===== src/scs_map.vh =====
// Register map, field positions, reset values and timing for the card interrupt block
`ifndef SCS_MAP_VH
`define SCS_MAP_VH

// ----------------------------------------------------------------
// Register byte offsets
// ----------------------------------------------------------------
`define SCS_OFF_PENDING 8'h00
`define SCS_OFF_ENABLE 8'h04
`define SCS_OFF_TXBUF 8'h08
`define SCS_OFF_RXBUF 8'h0c
`define SCS_OFF_CLEAR 8'h10
`define SCS_OFF_CTRL 8'h14

// ----------------------------------------------------------------
// Pending / enable bit positions
// ----------------------------------------------------------------
`define SCS_BIT_PARITY 0
`define SCS_BIT_RXDONE 1
`define SCS_BIT_TXDONE 2
`define SCS_BIT_WAITUF 3
`define SCS_BIT_SUPPLY 4
`define SCS_BIT_OVERCUR 5
`define SCS_BIT_TXEMPTY 7
`define SCS_IRQ_IMPL_MASK 8'hbf

// ----------------------------------------------------------------
// Control register bits
// ----------------------------------------------------------------
`define SCS_CTRL_OPIRQ 0
`define SCS_CTRL_TXEMPTY 1

// ----------------------------------------------------------------
// Reset values
// ----------------------------------------------------------------
`define SCS_RST_BYTE 8'h00
`define SCS_RST_CTRL 1'b0

// ----------------------------------------------------------------
// Timing
// ----------------------------------------------------------------
`define SCS_SYNC_STAGES 2
`define SCS_LINK_PERIOD_NS 320
`define SCS_CLK_PERIOD_NS 40

`endif


===== src/scs_edge.v =====
// Turns strobes held across a link clock rising edge into one-cycle pulses
`timescale 1ns/1ps
`default_nettype none

module scs_edge #(
	parameter W = 1
) (
	input wire clk_i,
	input wire rst_i,
	input wire link_clk_i,
	input wire [W-1:0] strobe_i,
	output reg [W-1:0] pulse_o
);

	reg link_prev_r;
	wire link_rise;

	assign link_rise = link_clk_i & ~link_prev_r;

	// One pulse per link edge, so a strobe is counted once per link cycle
	genvar g;
	generate
		for (g = 0; g < W; g = g + 1) begin : g_bit
			always @(posedge clk_i or posedge rst_i) begin
				if (rst_i) begin
					pulse_o[g] <= 1'b0;
				end else begin
					pulse_o[g] <= link_rise & strobe_i[g];
				end
			end
		end
	endgenerate

	always @(posedge clk_i or posedge rst_i) begin
		if (rst_i) begin
			link_prev_r <= 1'b0;
		end else begin
			link_prev_r <= link_clk_i;
		end
	end

endmodule // scs_edge

`default_nettype wire


===== src/scs_sync.v =====
// Two-flop synchroniser for a bundle of asynchronous levels
`timescale 1ns/1ps
`default_nettype none

module scs_sync #(
	parameter W = 1
) (
	input wire clk_i,
	input wire rst_i,
	input wire [W-1:0] async_i,
	output reg [W-1:0] sync_o
);

	reg [W-1:0] meta_r;

	// First stage feeds only the second stage
	always @(posedge clk_i or posedge rst_i) begin
		if (rst_i) begin
			meta_r <= {W{1'b0}};
			sync_o <= {W{1'b0}};
		end else begin
			meta_r <= async_i;
			sync_o <= meta_r;
		end
	end

endmodule // scs_sync

`default_nettype wire


===== src/scs_top.v =====
// Smart card interrupt pending flags, enables and character buffers behind APB
//
// How it works
// - Supply error sets its flag when enabled
// - Waiting underflow sets bit 3 when enabled
// - Sent character sets bit 2 when enabled
// - Received character sets bit 1 when enabled
// - Parity fault sets bit 0 when enabled
// - Hardware sets flags; reading pending clears them
// - Software-writable eight-bit transmit byte buffer
// - Each received byte overwrites the receive buffer
// - Empty transmit buffer sets bit 7 when enabled
// - Supply overcurrent sets bit 5 when enabled
// - Cleared enable bit blocks its flag
// - One operation request line toward processor
`include "scs_map.vh"
`timescale 1ns/1ps
`default_nettype none

module scs_top (
	input wire CLK_I,
	input wire RESET_I,
	input wire PSEL_I,
	input wire PENABLE_I,
	input wire PWRITE_I,
	input wire [7:0] PADDR_I,
	input wire [31:0] PWDATA_I,
	output reg [31:0] PRDATA_O,
	output reg PREADY_O,
	output reg PSLVERR_O,
	input wire CARD_CLK_I,
	input wire TX_DONE_I,
	input wire RX_DONE_I,
	input wire PARITY_ERR_I,
	input wire WAIT_UFLOW_I,
	input wire TX_TAKEN_I,
	input wire [7:0] RX_BYTE_I,
	input wire SUPPLY_ERR_I,
	input wire OVERCURRENT_I,
	output reg [7:0] TX_BYTE_O,
	output reg TX_FULL_O,
	output reg CARD_OP_REQUEST_O,
	output reg IRQ_O
);

	// ----------------------------------------------------------------
	// Address decode
	// ----------------------------------------------------------------
	function addr_hit;
		input [7:0] addr;
		input [7:0] off;
		begin
			addr_hit = (addr == off);
		end
	endfunction

	function addr_known;
		input [7:0] addr;
		begin
			addr_known = addr_hit(addr, `SCS_OFF_PENDING) |
				addr_hit(addr, `SCS_OFF_ENABLE) |
				addr_hit(addr, `SCS_OFF_TXBUF) |
				addr_hit(addr, `SCS_OFF_RXBUF) |
				addr_hit(addr, `SCS_OFF_CLEAR) |
				addr_hit(addr, `SCS_OFF_CTRL);
		end
	endfunction

	// ----------------------------------------------------------------
	// Input synchronisation
	// ----------------------------------------------------------------
	wire [15:0] async_bus;
	wire [15:0] sync_bus;
	wire link_clk_s;
	wire supply_err_s;
	wire overcur_s;
	wire [7:0] rx_byte_s;
	wire [4:0] strobe_s;
	wire [4:0] evt_pulse;
	wire tx_done_p;
	wire rx_done_p;
	wire parity_p;
	wire waituf_p;
	wire tx_taken_p;

	assign async_bus = {CARD_CLK_I, TX_DONE_I, RX_DONE_I, PARITY_ERR_I, WAIT_UFLOW_I,
		TX_TAKEN_I, SUPPLY_ERR_I, OVERCURRENT_I, RX_BYTE_I};

	scs_sync #(
		.W(16)
	) u_sync (
		.clk_i(CLK_I),
		.rst_i(RESET_I),
		.async_i(async_bus),
		.sync_o(sync_bus)
	);

	assign link_clk_s = sync_bus[15];
	assign strobe_s = sync_bus[14:10];
	assign supply_err_s = sync_bus[9];
	assign overcur_s = sync_bus[8];
	assign rx_byte_s = sync_bus[7:0];

	// Engine strobes are sampled on the link clock's own rising edge
	scs_edge #(
		.W(5)
	) u_edge (
		.clk_i(CLK_I),
		.rst_i(RESET_I),
		.link_clk_i(link_clk_s),
		.strobe_i(strobe_s),
		.pulse_o(evt_pulse)
	);

	assign tx_done_p = evt_pulse[4];
	assign rx_done_p = evt_pulse[3];
	assign parity_p = evt_pulse[2];
	assign waituf_p = evt_pulse[1];
	assign tx_taken_p = evt_pulse[0];

	// The strobe pulse lags receive data by one cycle after edge detect; align it
	reg [7:0] rx_byte_d_r;

	always @(posedge CLK_I or posedge RESET_I) begin
		if (RESET_I) begin
			rx_byte_d_r <= `SCS_RST_BYTE;
		end else begin
			rx_byte_d_r <= rx_byte_s;
		end
	end

	// ----------------------------------------------------------------
	// APB handshake
	// ----------------------------------------------------------------
	// One wait state lets read data leave straight from a flop
	wire access;
	wire done;
	wire wr_done;
	wire rd_done;

	assign access = PSEL_I & PENABLE_I;
	assign done = access & PREADY_O;
	assign wr_done = done & PWRITE_I & addr_known(PADDR_I);
	assign rd_done = done & ~PWRITE_I & addr_known(PADDR_I);

	// ----------------------------------------------------------------
	// Registers
	// ----------------------------------------------------------------
	reg [7:0] card_irq_pending_r;
	reg [7:0] card_irq_pending_nxt;
	reg [7:0] card_irq_enable_r;
	reg [7:0] card_tx_buffer_r;
	reg [7:0] card_rx_buffer_r;
	reg card_op_irq_on_r;
	reg tx_empty_r;
	reg [7:0] read_snap_r;
	reg [7:0] irq_set;
	reg [7:0] irq_clr;
	reg [31:0] rdata_nxt;

	// Flags raise only through their enable bit
	always @* begin
		irq_set = 8'h00;
		irq_set[`SCS_BIT_SUPPLY] = supply_err_s;
		irq_set[`SCS_BIT_WAITUF] = waituf_p;
		irq_set[`SCS_BIT_TXDONE] = tx_done_p;
		irq_set[`SCS_BIT_RXDONE] = rx_done_p;
		irq_set[`SCS_BIT_PARITY] = parity_p;
		irq_set[`SCS_BIT_TXEMPTY] = tx_empty_r;
		irq_set[`SCS_BIT_OVERCUR] = overcur_s;
		irq_set = irq_set & card_irq_enable_r & `SCS_IRQ_IMPL_MASK;
	end

	// A pending read clears only the bits software actually saw, and a same-cycle set wins
	always @* begin
		irq_clr = 8'h00;
		if (rd_done && addr_hit(PADDR_I, `SCS_OFF_PENDING)) begin
			irq_clr = read_snap_r;
		end
		if (wr_done && addr_hit(PADDR_I, `SCS_OFF_CLEAR)) begin
			irq_clr = irq_clr | PWDATA_I[7:0];
		end
		card_irq_pending_nxt = ((card_irq_pending_r & ~irq_clr) | irq_set) &
			`SCS_IRQ_IMPL_MASK;
	end

	always @(posedge CLK_I or posedge RESET_I) begin
		if (RESET_I) begin
			card_irq_pending_r <= 8'h00;
		end else begin
			card_irq_pending_r <= card_irq_pending_nxt;
		end
	end

	always @(posedge CLK_I or posedge RESET_I) begin
		if (RESET_I) begin
			card_irq_enable_r <= 8'h00;
			card_op_irq_on_r <= `SCS_RST_CTRL;
		end else if (wr_done) begin
			if (addr_hit(PADDR_I, `SCS_OFF_ENABLE)) begin
				card_irq_enable_r <= PWDATA_I[7:0] & `SCS_IRQ_IMPL_MASK;
			end
			if (addr_hit(PADDR_I, `SCS_OFF_CTRL)) begin
				card_op_irq_on_r <= PWDATA_I[`SCS_CTRL_OPIRQ];
			end
		end
	end

	// Transmit buffer: a software write fills it, the engine taking it empties it
	always @(posedge CLK_I or posedge RESET_I) begin
		if (RESET_I) begin
			card_tx_buffer_r <= `SCS_RST_BYTE;
			tx_empty_r <= 1'b1;
		end else if (wr_done && addr_hit(PADDR_I, `SCS_OFF_TXBUF)) begin
			card_tx_buffer_r <= PWDATA_I[7:0];
			tx_empty_r <= 1'b0;
		end else if (tx_taken_p) begin
			tx_empty_r <= 1'b1;
		end
	end

	// Hardware load beats a software write; unread data is simply lost
	always @(posedge CLK_I or posedge RESET_I) begin
		if (RESET_I) begin
			card_rx_buffer_r <= `SCS_RST_BYTE;
		end else if (rx_done_p) begin
			card_rx_buffer_r <= rx_byte_d_r;
		end else if (wr_done && addr_hit(PADDR_I, `SCS_OFF_RXBUF)) begin
			card_rx_buffer_r <= PWDATA_I[7:0];
		end
	end

	// ----------------------------------------------------------------
	// Read data and bus answer
	// ----------------------------------------------------------------
	always @* begin
		rdata_nxt = 32'h00000000;
		case (1'b1)
			addr_hit(PADDR_I, `SCS_OFF_PENDING): begin
				rdata_nxt[7:0] = card_irq_pending_r;
			end
			addr_hit(PADDR_I, `SCS_OFF_ENABLE): begin
				rdata_nxt[7:0] = card_irq_enable_r;
			end
			addr_hit(PADDR_I, `SCS_OFF_TXBUF): begin
				rdata_nxt[7:0] = card_tx_buffer_r;
			end
			addr_hit(PADDR_I, `SCS_OFF_RXBUF): begin
				rdata_nxt[7:0] = card_rx_buffer_r;
			end
			addr_hit(PADDR_I, `SCS_OFF_CTRL): begin
				rdata_nxt[`SCS_CTRL_OPIRQ] = card_op_irq_on_r;
				rdata_nxt[`SCS_CTRL_TXEMPTY] = tx_empty_r;
			end
			default: begin
				rdata_nxt = 32'h00000000;
			end
		endcase
	end

	always @(posedge CLK_I or posedge RESET_I) begin
		if (RESET_I) begin
			PRDATA_O <= 32'h00000000;
			PREADY_O <= 1'b0;
			PSLVERR_O <= 1'b0;
			read_snap_r <= 8'h00;
		end else if (access && !PREADY_O) begin
			PREADY_O <= 1'b1;
			PSLVERR_O <= ~addr_known(PADDR_I);
			PRDATA_O <= PWRITE_I ? 32'h00000000 : rdata_nxt;
			read_snap_r <= rdata_nxt[7:0];
		end else begin
			PREADY_O <= 1'b0;
			PSLVERR_O <= 1'b0;
		end
	end

	// ----------------------------------------------------------------
	// Outputs toward the card engine and the processor
	// ----------------------------------------------------------------
	always @(posedge CLK_I or posedge RESET_I) begin
		if (RESET_I) begin
			TX_BYTE_O <= `SCS_RST_BYTE;
			TX_FULL_O <= 1'b0;
			CARD_OP_REQUEST_O <= 1'b0;
			IRQ_O <= 1'b0;
		end else begin
			TX_BYTE_O <= card_tx_buffer_r;
			TX_FULL_O <= ~tx_empty_r;
			CARD_OP_REQUEST_O <= |card_irq_pending_nxt;
			IRQ_O <= (|card_irq_pending_nxt) & card_op_irq_on_r;
		end
	end

endmodule // scs_top

`default_nettype wire

===== config.mk =====
export PLATFORM = sky130hd
export DESIGN_NAME = scs_top
export DESIGN_NICKNAME = d
export VERILOG_FILES = /design/src/scs_edge.v /design/src/scs_sync.v /design/src/scs_top.v
export VERILOG_INCLUDE_DIRS = /design/src /design/src/src
export SDC_FILE = /design/constraint.sdc
export NUM_CORES = 1
export LEC_CHECK = 0
export BUFFER_PORTS_ARGS = -buffer_cell sky130_fd_sc_hd__buf_4
export CAP_MARGIN = 20
export CORE_ASPECT_RATIO = 1.25
export CORE_MARGIN = 5
export CORE_UTILIZATION = 55
export CTS_CLUSTER_DIAMETER = 150
export DETAILED_ROUTE_END_ITERATION = 8
export HOLD_SLACK_MARGIN = 0.05
export PLACE_DENSITY_LB_ADDON = 0.05
export SLEW_MARGIN = 15
export SYNTH_ARGS = -nofsm -noshare
export SYNTH_HDL_FRONTEND = slang
export SYNTH_SLANG_ARGS = --single-unit

===== constraint.sdc =====
create_clock -name CLK_I -period 9.35 [get_ports CLK_I]
set_input_delay 0.935 -clock CLK_I [delete_from_list [all_inputs] [get_ports CLK_I]]
set_output_delay 0.935 -clock CLK_I [all_outputs]
set_load 0.05 [all_outputs]

==> impl_table.tex <==
\begin{tabular}{lr}
\hline
Metric & Value \\
\hline
\multicolumn{2}{l}{\textbf{Status}} \\
Outcome & finished clean \\
\multicolumn{2}{l}{\textbf{Synth}} \\
Post-synthesis register bit count & 106 \\
Yosys top cell area share & 66.12\% \\
Area of the mapped netlist & 0.003974 sq mm \\
Compound-Gate Fraction of Synth Area & 6.108\% \\
Gate count of the mapped netlist & 294 \\
Sequential fraction of the synthesis area & 66.78\% \\
Share of synthesized area spent on multiplexers & 9.981\% \\
Mean area per synthesized cell & 13.52 sq um \\
Post-synth top area cell & sky130\_fd\_sc\_hd\_\_dfrtp\_1 \\
Adder and majority cell fraction of the synthesized area & 0\% \\
Dominant combinational cell family by area after synthesis & simple AND/OR/NAND/NOR gates \\
Synthesized-area fraction occupied by and/or/nand/nor cells & 10.77\% \\
Post-synth cell types & 37 \\
Cell types with the largest area share after synthesis & sky130\_fd\_sc\_hd\_\_dfrtp\_1 (66\%), sky130\_fd\_sc\_hd\_\_buf\_4 (4.5\%), sky130\_fd\_sc\_hd\_\_mux2\_2 (4.5\%) \\
Number of warning messages in the yosys log & 0 \\
XOR/XNOR share of the synthesized area & 0\% \\
\multicolumn{2}{l}{\textbf{Clocking}} \\
Clock Pin Slew Worst Setup and Hold Paths & 0.09 ns \\
Root buffer cell & sky130\_fd\_sc\_hd\_\_clkbuf\_8 \\
Clock tree from TritonCTS & yes \\
Number of clock sinks & 106 \\
Buffers inserted during post-CTS setup optimization & 0 \\
Skew-Pair Late Insertion Delay & 0.36 ns \\
Deepest level of the CTS H-tree & 3 \\
Maximum number of buffers from clock root to sink & 2 \\
\# resized after CTS & 0 \\
Count of hold buffers inserted by post-cts repair & 0 \\
Number of buffers created by CTS & 9 \\
\multicolumn{2}{l}{\textbf{Worst setup path}} \\
Endpoint of the worst register-to-register path & card\_tx\_buffer\_r[6] \\
Worst R2R Start & PREADY\_O \\
FF-to-FF setup slack & 6.88 ns \\
Worst path max stage delay & 0.84 ns \\
Worst-path maximum fanout & 15 \\
CP Capture Type & flop \\
Number of cells on the worst reg-to-reg path & 4 \\
Type of the setup path with the least slack & input port to flop \\
Crit path cell chain & buf\_4, nor3\_1, nand3\_1, mux2\_2 \\
Data arrival at the endpoint of the critical path & 3.09 ns \\
Worst Setup Start Kind & input port \\
Critical Path Slowest Stage Cell & sky130\_fd\_sc\_hd\_\_nor3\_1 \\
Data required time of the worst path & 9.59 ns \\
\multicolumn{2}{l}{\textbf{Global routing}} \\
Via count of the first global-routing pass & 2426 \\
Pin count of the biggest net entering global routing & 57 \\
Grt ovf & 0 \\
Global-route usage over all layers & 16.97\% \\
Number of antenna violations at the first check in global routing & 0 \\
Global-route wire length before repair & 12030 um \\
\multicolumn{2}{l}{\textbf{STA}} \\
Worst slew pin tran & 1.016 ns \\
Portion of the clock cycle consumed by the worst path in the final layout & 30.46\% \\
Max-slew headroom at the worst pin & 31.73\% \\
Worst hold slack & 0.3538 ns \\
Setup skew after layout & 0.01061 ns \\
TNS Setup & 0 ns \\
Number of max-slew violations in the final report & 0 \\
Setup slack after layout & 6.502 ns \\
Fmax achieved & 351.1 MHz \\
Crit path time final & 2.848 ns \\
Fin. Hold Viols & 0 \\
Final setup violating endpoints & 0 \\
RSZ-0062 raised after global routing & no \\
\multicolumn{2}{l}{\textbf{Drt}} \\
Avg WL per Cell & 15.41 um \\
First DRT Iteration DRCs & 166 \\
Routed via count divided by cell count & 5.156 \\
Number of iterations in the first detailed-routing pass & 4 \\
Number of vias in the routed layout & 2320 \\
DRT antenna net count & 0 \\
Routed Wire Length & 6933 um \\
Remaining DRCs & 0 \\
\multicolumn{2}{l}{\textbf{Power and ir drop}} \\
Reported leakage power & 0.002216 uW \\
IR drop worst, VDD & 0.0001355 V \\
Pwr Density & 182.9 mW/mm\^{}2 \\
\multicolumn{2}{l}{\textbf{Placement}} \\
Weighted congestion at the end of routability-driven global placement & 0.8584 \\
Pre-CTS setup slack & 6.104 ns \\
Cell area after placement & 0.004392 sq mm \\
Port Buffer Count & 57 \\
HPWL after detailed placement & 5073 um \\
\multicolumn{2}{l}{\textbf{Cells and area}} \\
Finished Cell Area & 0.004592 sq mm \\
P\&R area growth vs syn & 15.55\% \\
Count of filler cells inserted in the layout & 592 \\
Number of antenna repair diodes & 0 \\
Number of nets at the end of the flow & 416 \\
Final cell utilization of the core & 65.42\% \\
Fraction of layout instances using a drive strength above 1 & 29.17\% \\
\multicolumn{2}{l}{\textbf{Floorplan}} \\
Total Die Area & 0.009036 sq mm \\
Die Y & 105.0 um \\
Standard-cell rows & 34 \\
Area of the core region & 0.007019 sq mm \\
Initial core utilization & 56.61\% \\
Top-level I/O count & 106 \\
Die extent in x & 86.03 um \\
\multicolumn{2}{l}{\textbf{Worst hold path}} \\
Terminating pin of the worst hold path & u\_sync.sync\_o[11] \\
Hold path cells & 0 \\
Start point of the worst hold path & u\_sync.meta\_r[11] \\
Class of the worst hold path & flop to flop \\
\multicolumn{2}{l}{\textbf{Run}} \\
Maxcap violations & 0 \\
\hline
\end{tabular}
## flip-flops by register name, indices dropped and copies added, names as in the netlist
signal and cells:
u_edge.pulse_o 5, read_snap_r 7, card_irq_pending_r 7, rx_byte_d_r 8, tx_empty_r 1, u_sync.sync_o 16
u_sync.meta_r 16, IRQ_O 1, card_tx_buffer_r 8, card_rx_buffer_r 8, PRDATA_O 8, PSLVERR_O 1
card_irq_enable_r 7, PREADY_O 1, TX_BYTE_O 8, TX_FULL_O 1, u_edge.link_prev_r 1, card_op_irq_on_r 1
CARD_OP_REQUEST_O 1
## area by class of cell
cell class,count,area (sq um),area share [%]
flip-flops and latches,106,2654,57.79
multi-input cells,173,1157,25.20
repair buffers,59,442.9,9.646
clock buffers,9,123.9,2.698
well taps,90,112.6,2.452
clock inverters,7,76.32,1.662
inverters,6,25.02,0.5450
## cells in the mapped netlist (all sizes together)
cell / count
dfrtp: 105
mux2i: 10
dfstp: 1
conb: 1
a21boi: 1
or3: 2
nand4b: 1
clkbuf: 5
nor3: 3
a32o: 7
mux4: 5
nand4: 1
inv: 6
o2111ai: 1
o41ai: 1
buf: 27
o21ai: 19
nor2: 3
nor2b: 1
o31ai: 3
nand3: 9
nand3b: 2
mux2: 16
a21oi: 3
and2: 6
nand2: 48
nor4: 3
o21a: 1
or2: 2
o211ai: 1
## cell usage in the layout (no fill, tap or decap), drive strengths merged, types with 5 or more instances in the layout
master	Yosys	routed
dfrtp	105	105
buf	27	59
nand2	48	48
conb	1	24
o21ai	19	19
mux2	16	16
mux2i	10	10
nand3	9	9
clkbuf	5	9
inv	6	8
a32o	7	7
and2	6	6
mux4	5	5
## critical path, delay by kind of cell
family,cells,cell delay (ns)
buffers and inverters,1,0.19
multiplexers,1,0.46
AND/OR/NAND/NOR,2,1.49
## cells by family (layout without fill, tap and decap cells)
logic type	count (synthesis)	count (layout)
compound gates	37	37
buf+inv	38	81
flops	106	106
mux	31	31
other cells	1	24
simple gates	81	81
## metal layers
layer  up-vias  wire length (um)  global-route usage [%]
met5         -                 0                       0
met4         0               152                   7.692
met3        13               403                   3.780
met2        70              3476                   26.52
met1      1152              2901                   22.64
li1       1085                 -                       -
## metrics by stage
stage               std cells  total power (uW)
finish                    450             840.0
global route              450             880.3
CTS                       450             848.4
floorplan                 317             553.3
detailed placement        434             570.8
global placement          434             568.9
## where the power goes
group / internal (uW) / total [uW] / leakage [uW] / switching (uW)
Sequential: 476 / 484 / 0.00136 / 7.42
Combinational: 22.9 / 76.5 / 0.000751 / 53.7
Clock: 126 / 280 / 0.000102 / 153
Total: 625 / 840 / 0.00222 / 215
## how the worst max path moves through the flow
stage,from,end,slack (ns),depth (start not counted)
3_3_place_gp,PADDR_I[2],card_tx_buffer_r[6],6.06,4
5_1_grt,PADDR_I[2],card_tx_buffer_r[7],6.44,4
2_1_floorplan,RESET_I,CARD_OP_REQUEST_O,5.63,1
6_report,PADDR_I[2],card_tx_buffer_r[6],6.50,4
4_1_cts,PADDR_I[2],card_tx_buffer_r[3],6.48,4
3_5_place_dp,PADDR_I[2],card_tx_buffer_r[6],6.10,4
No activity file was read; power rests on OpenSTA's default activity.
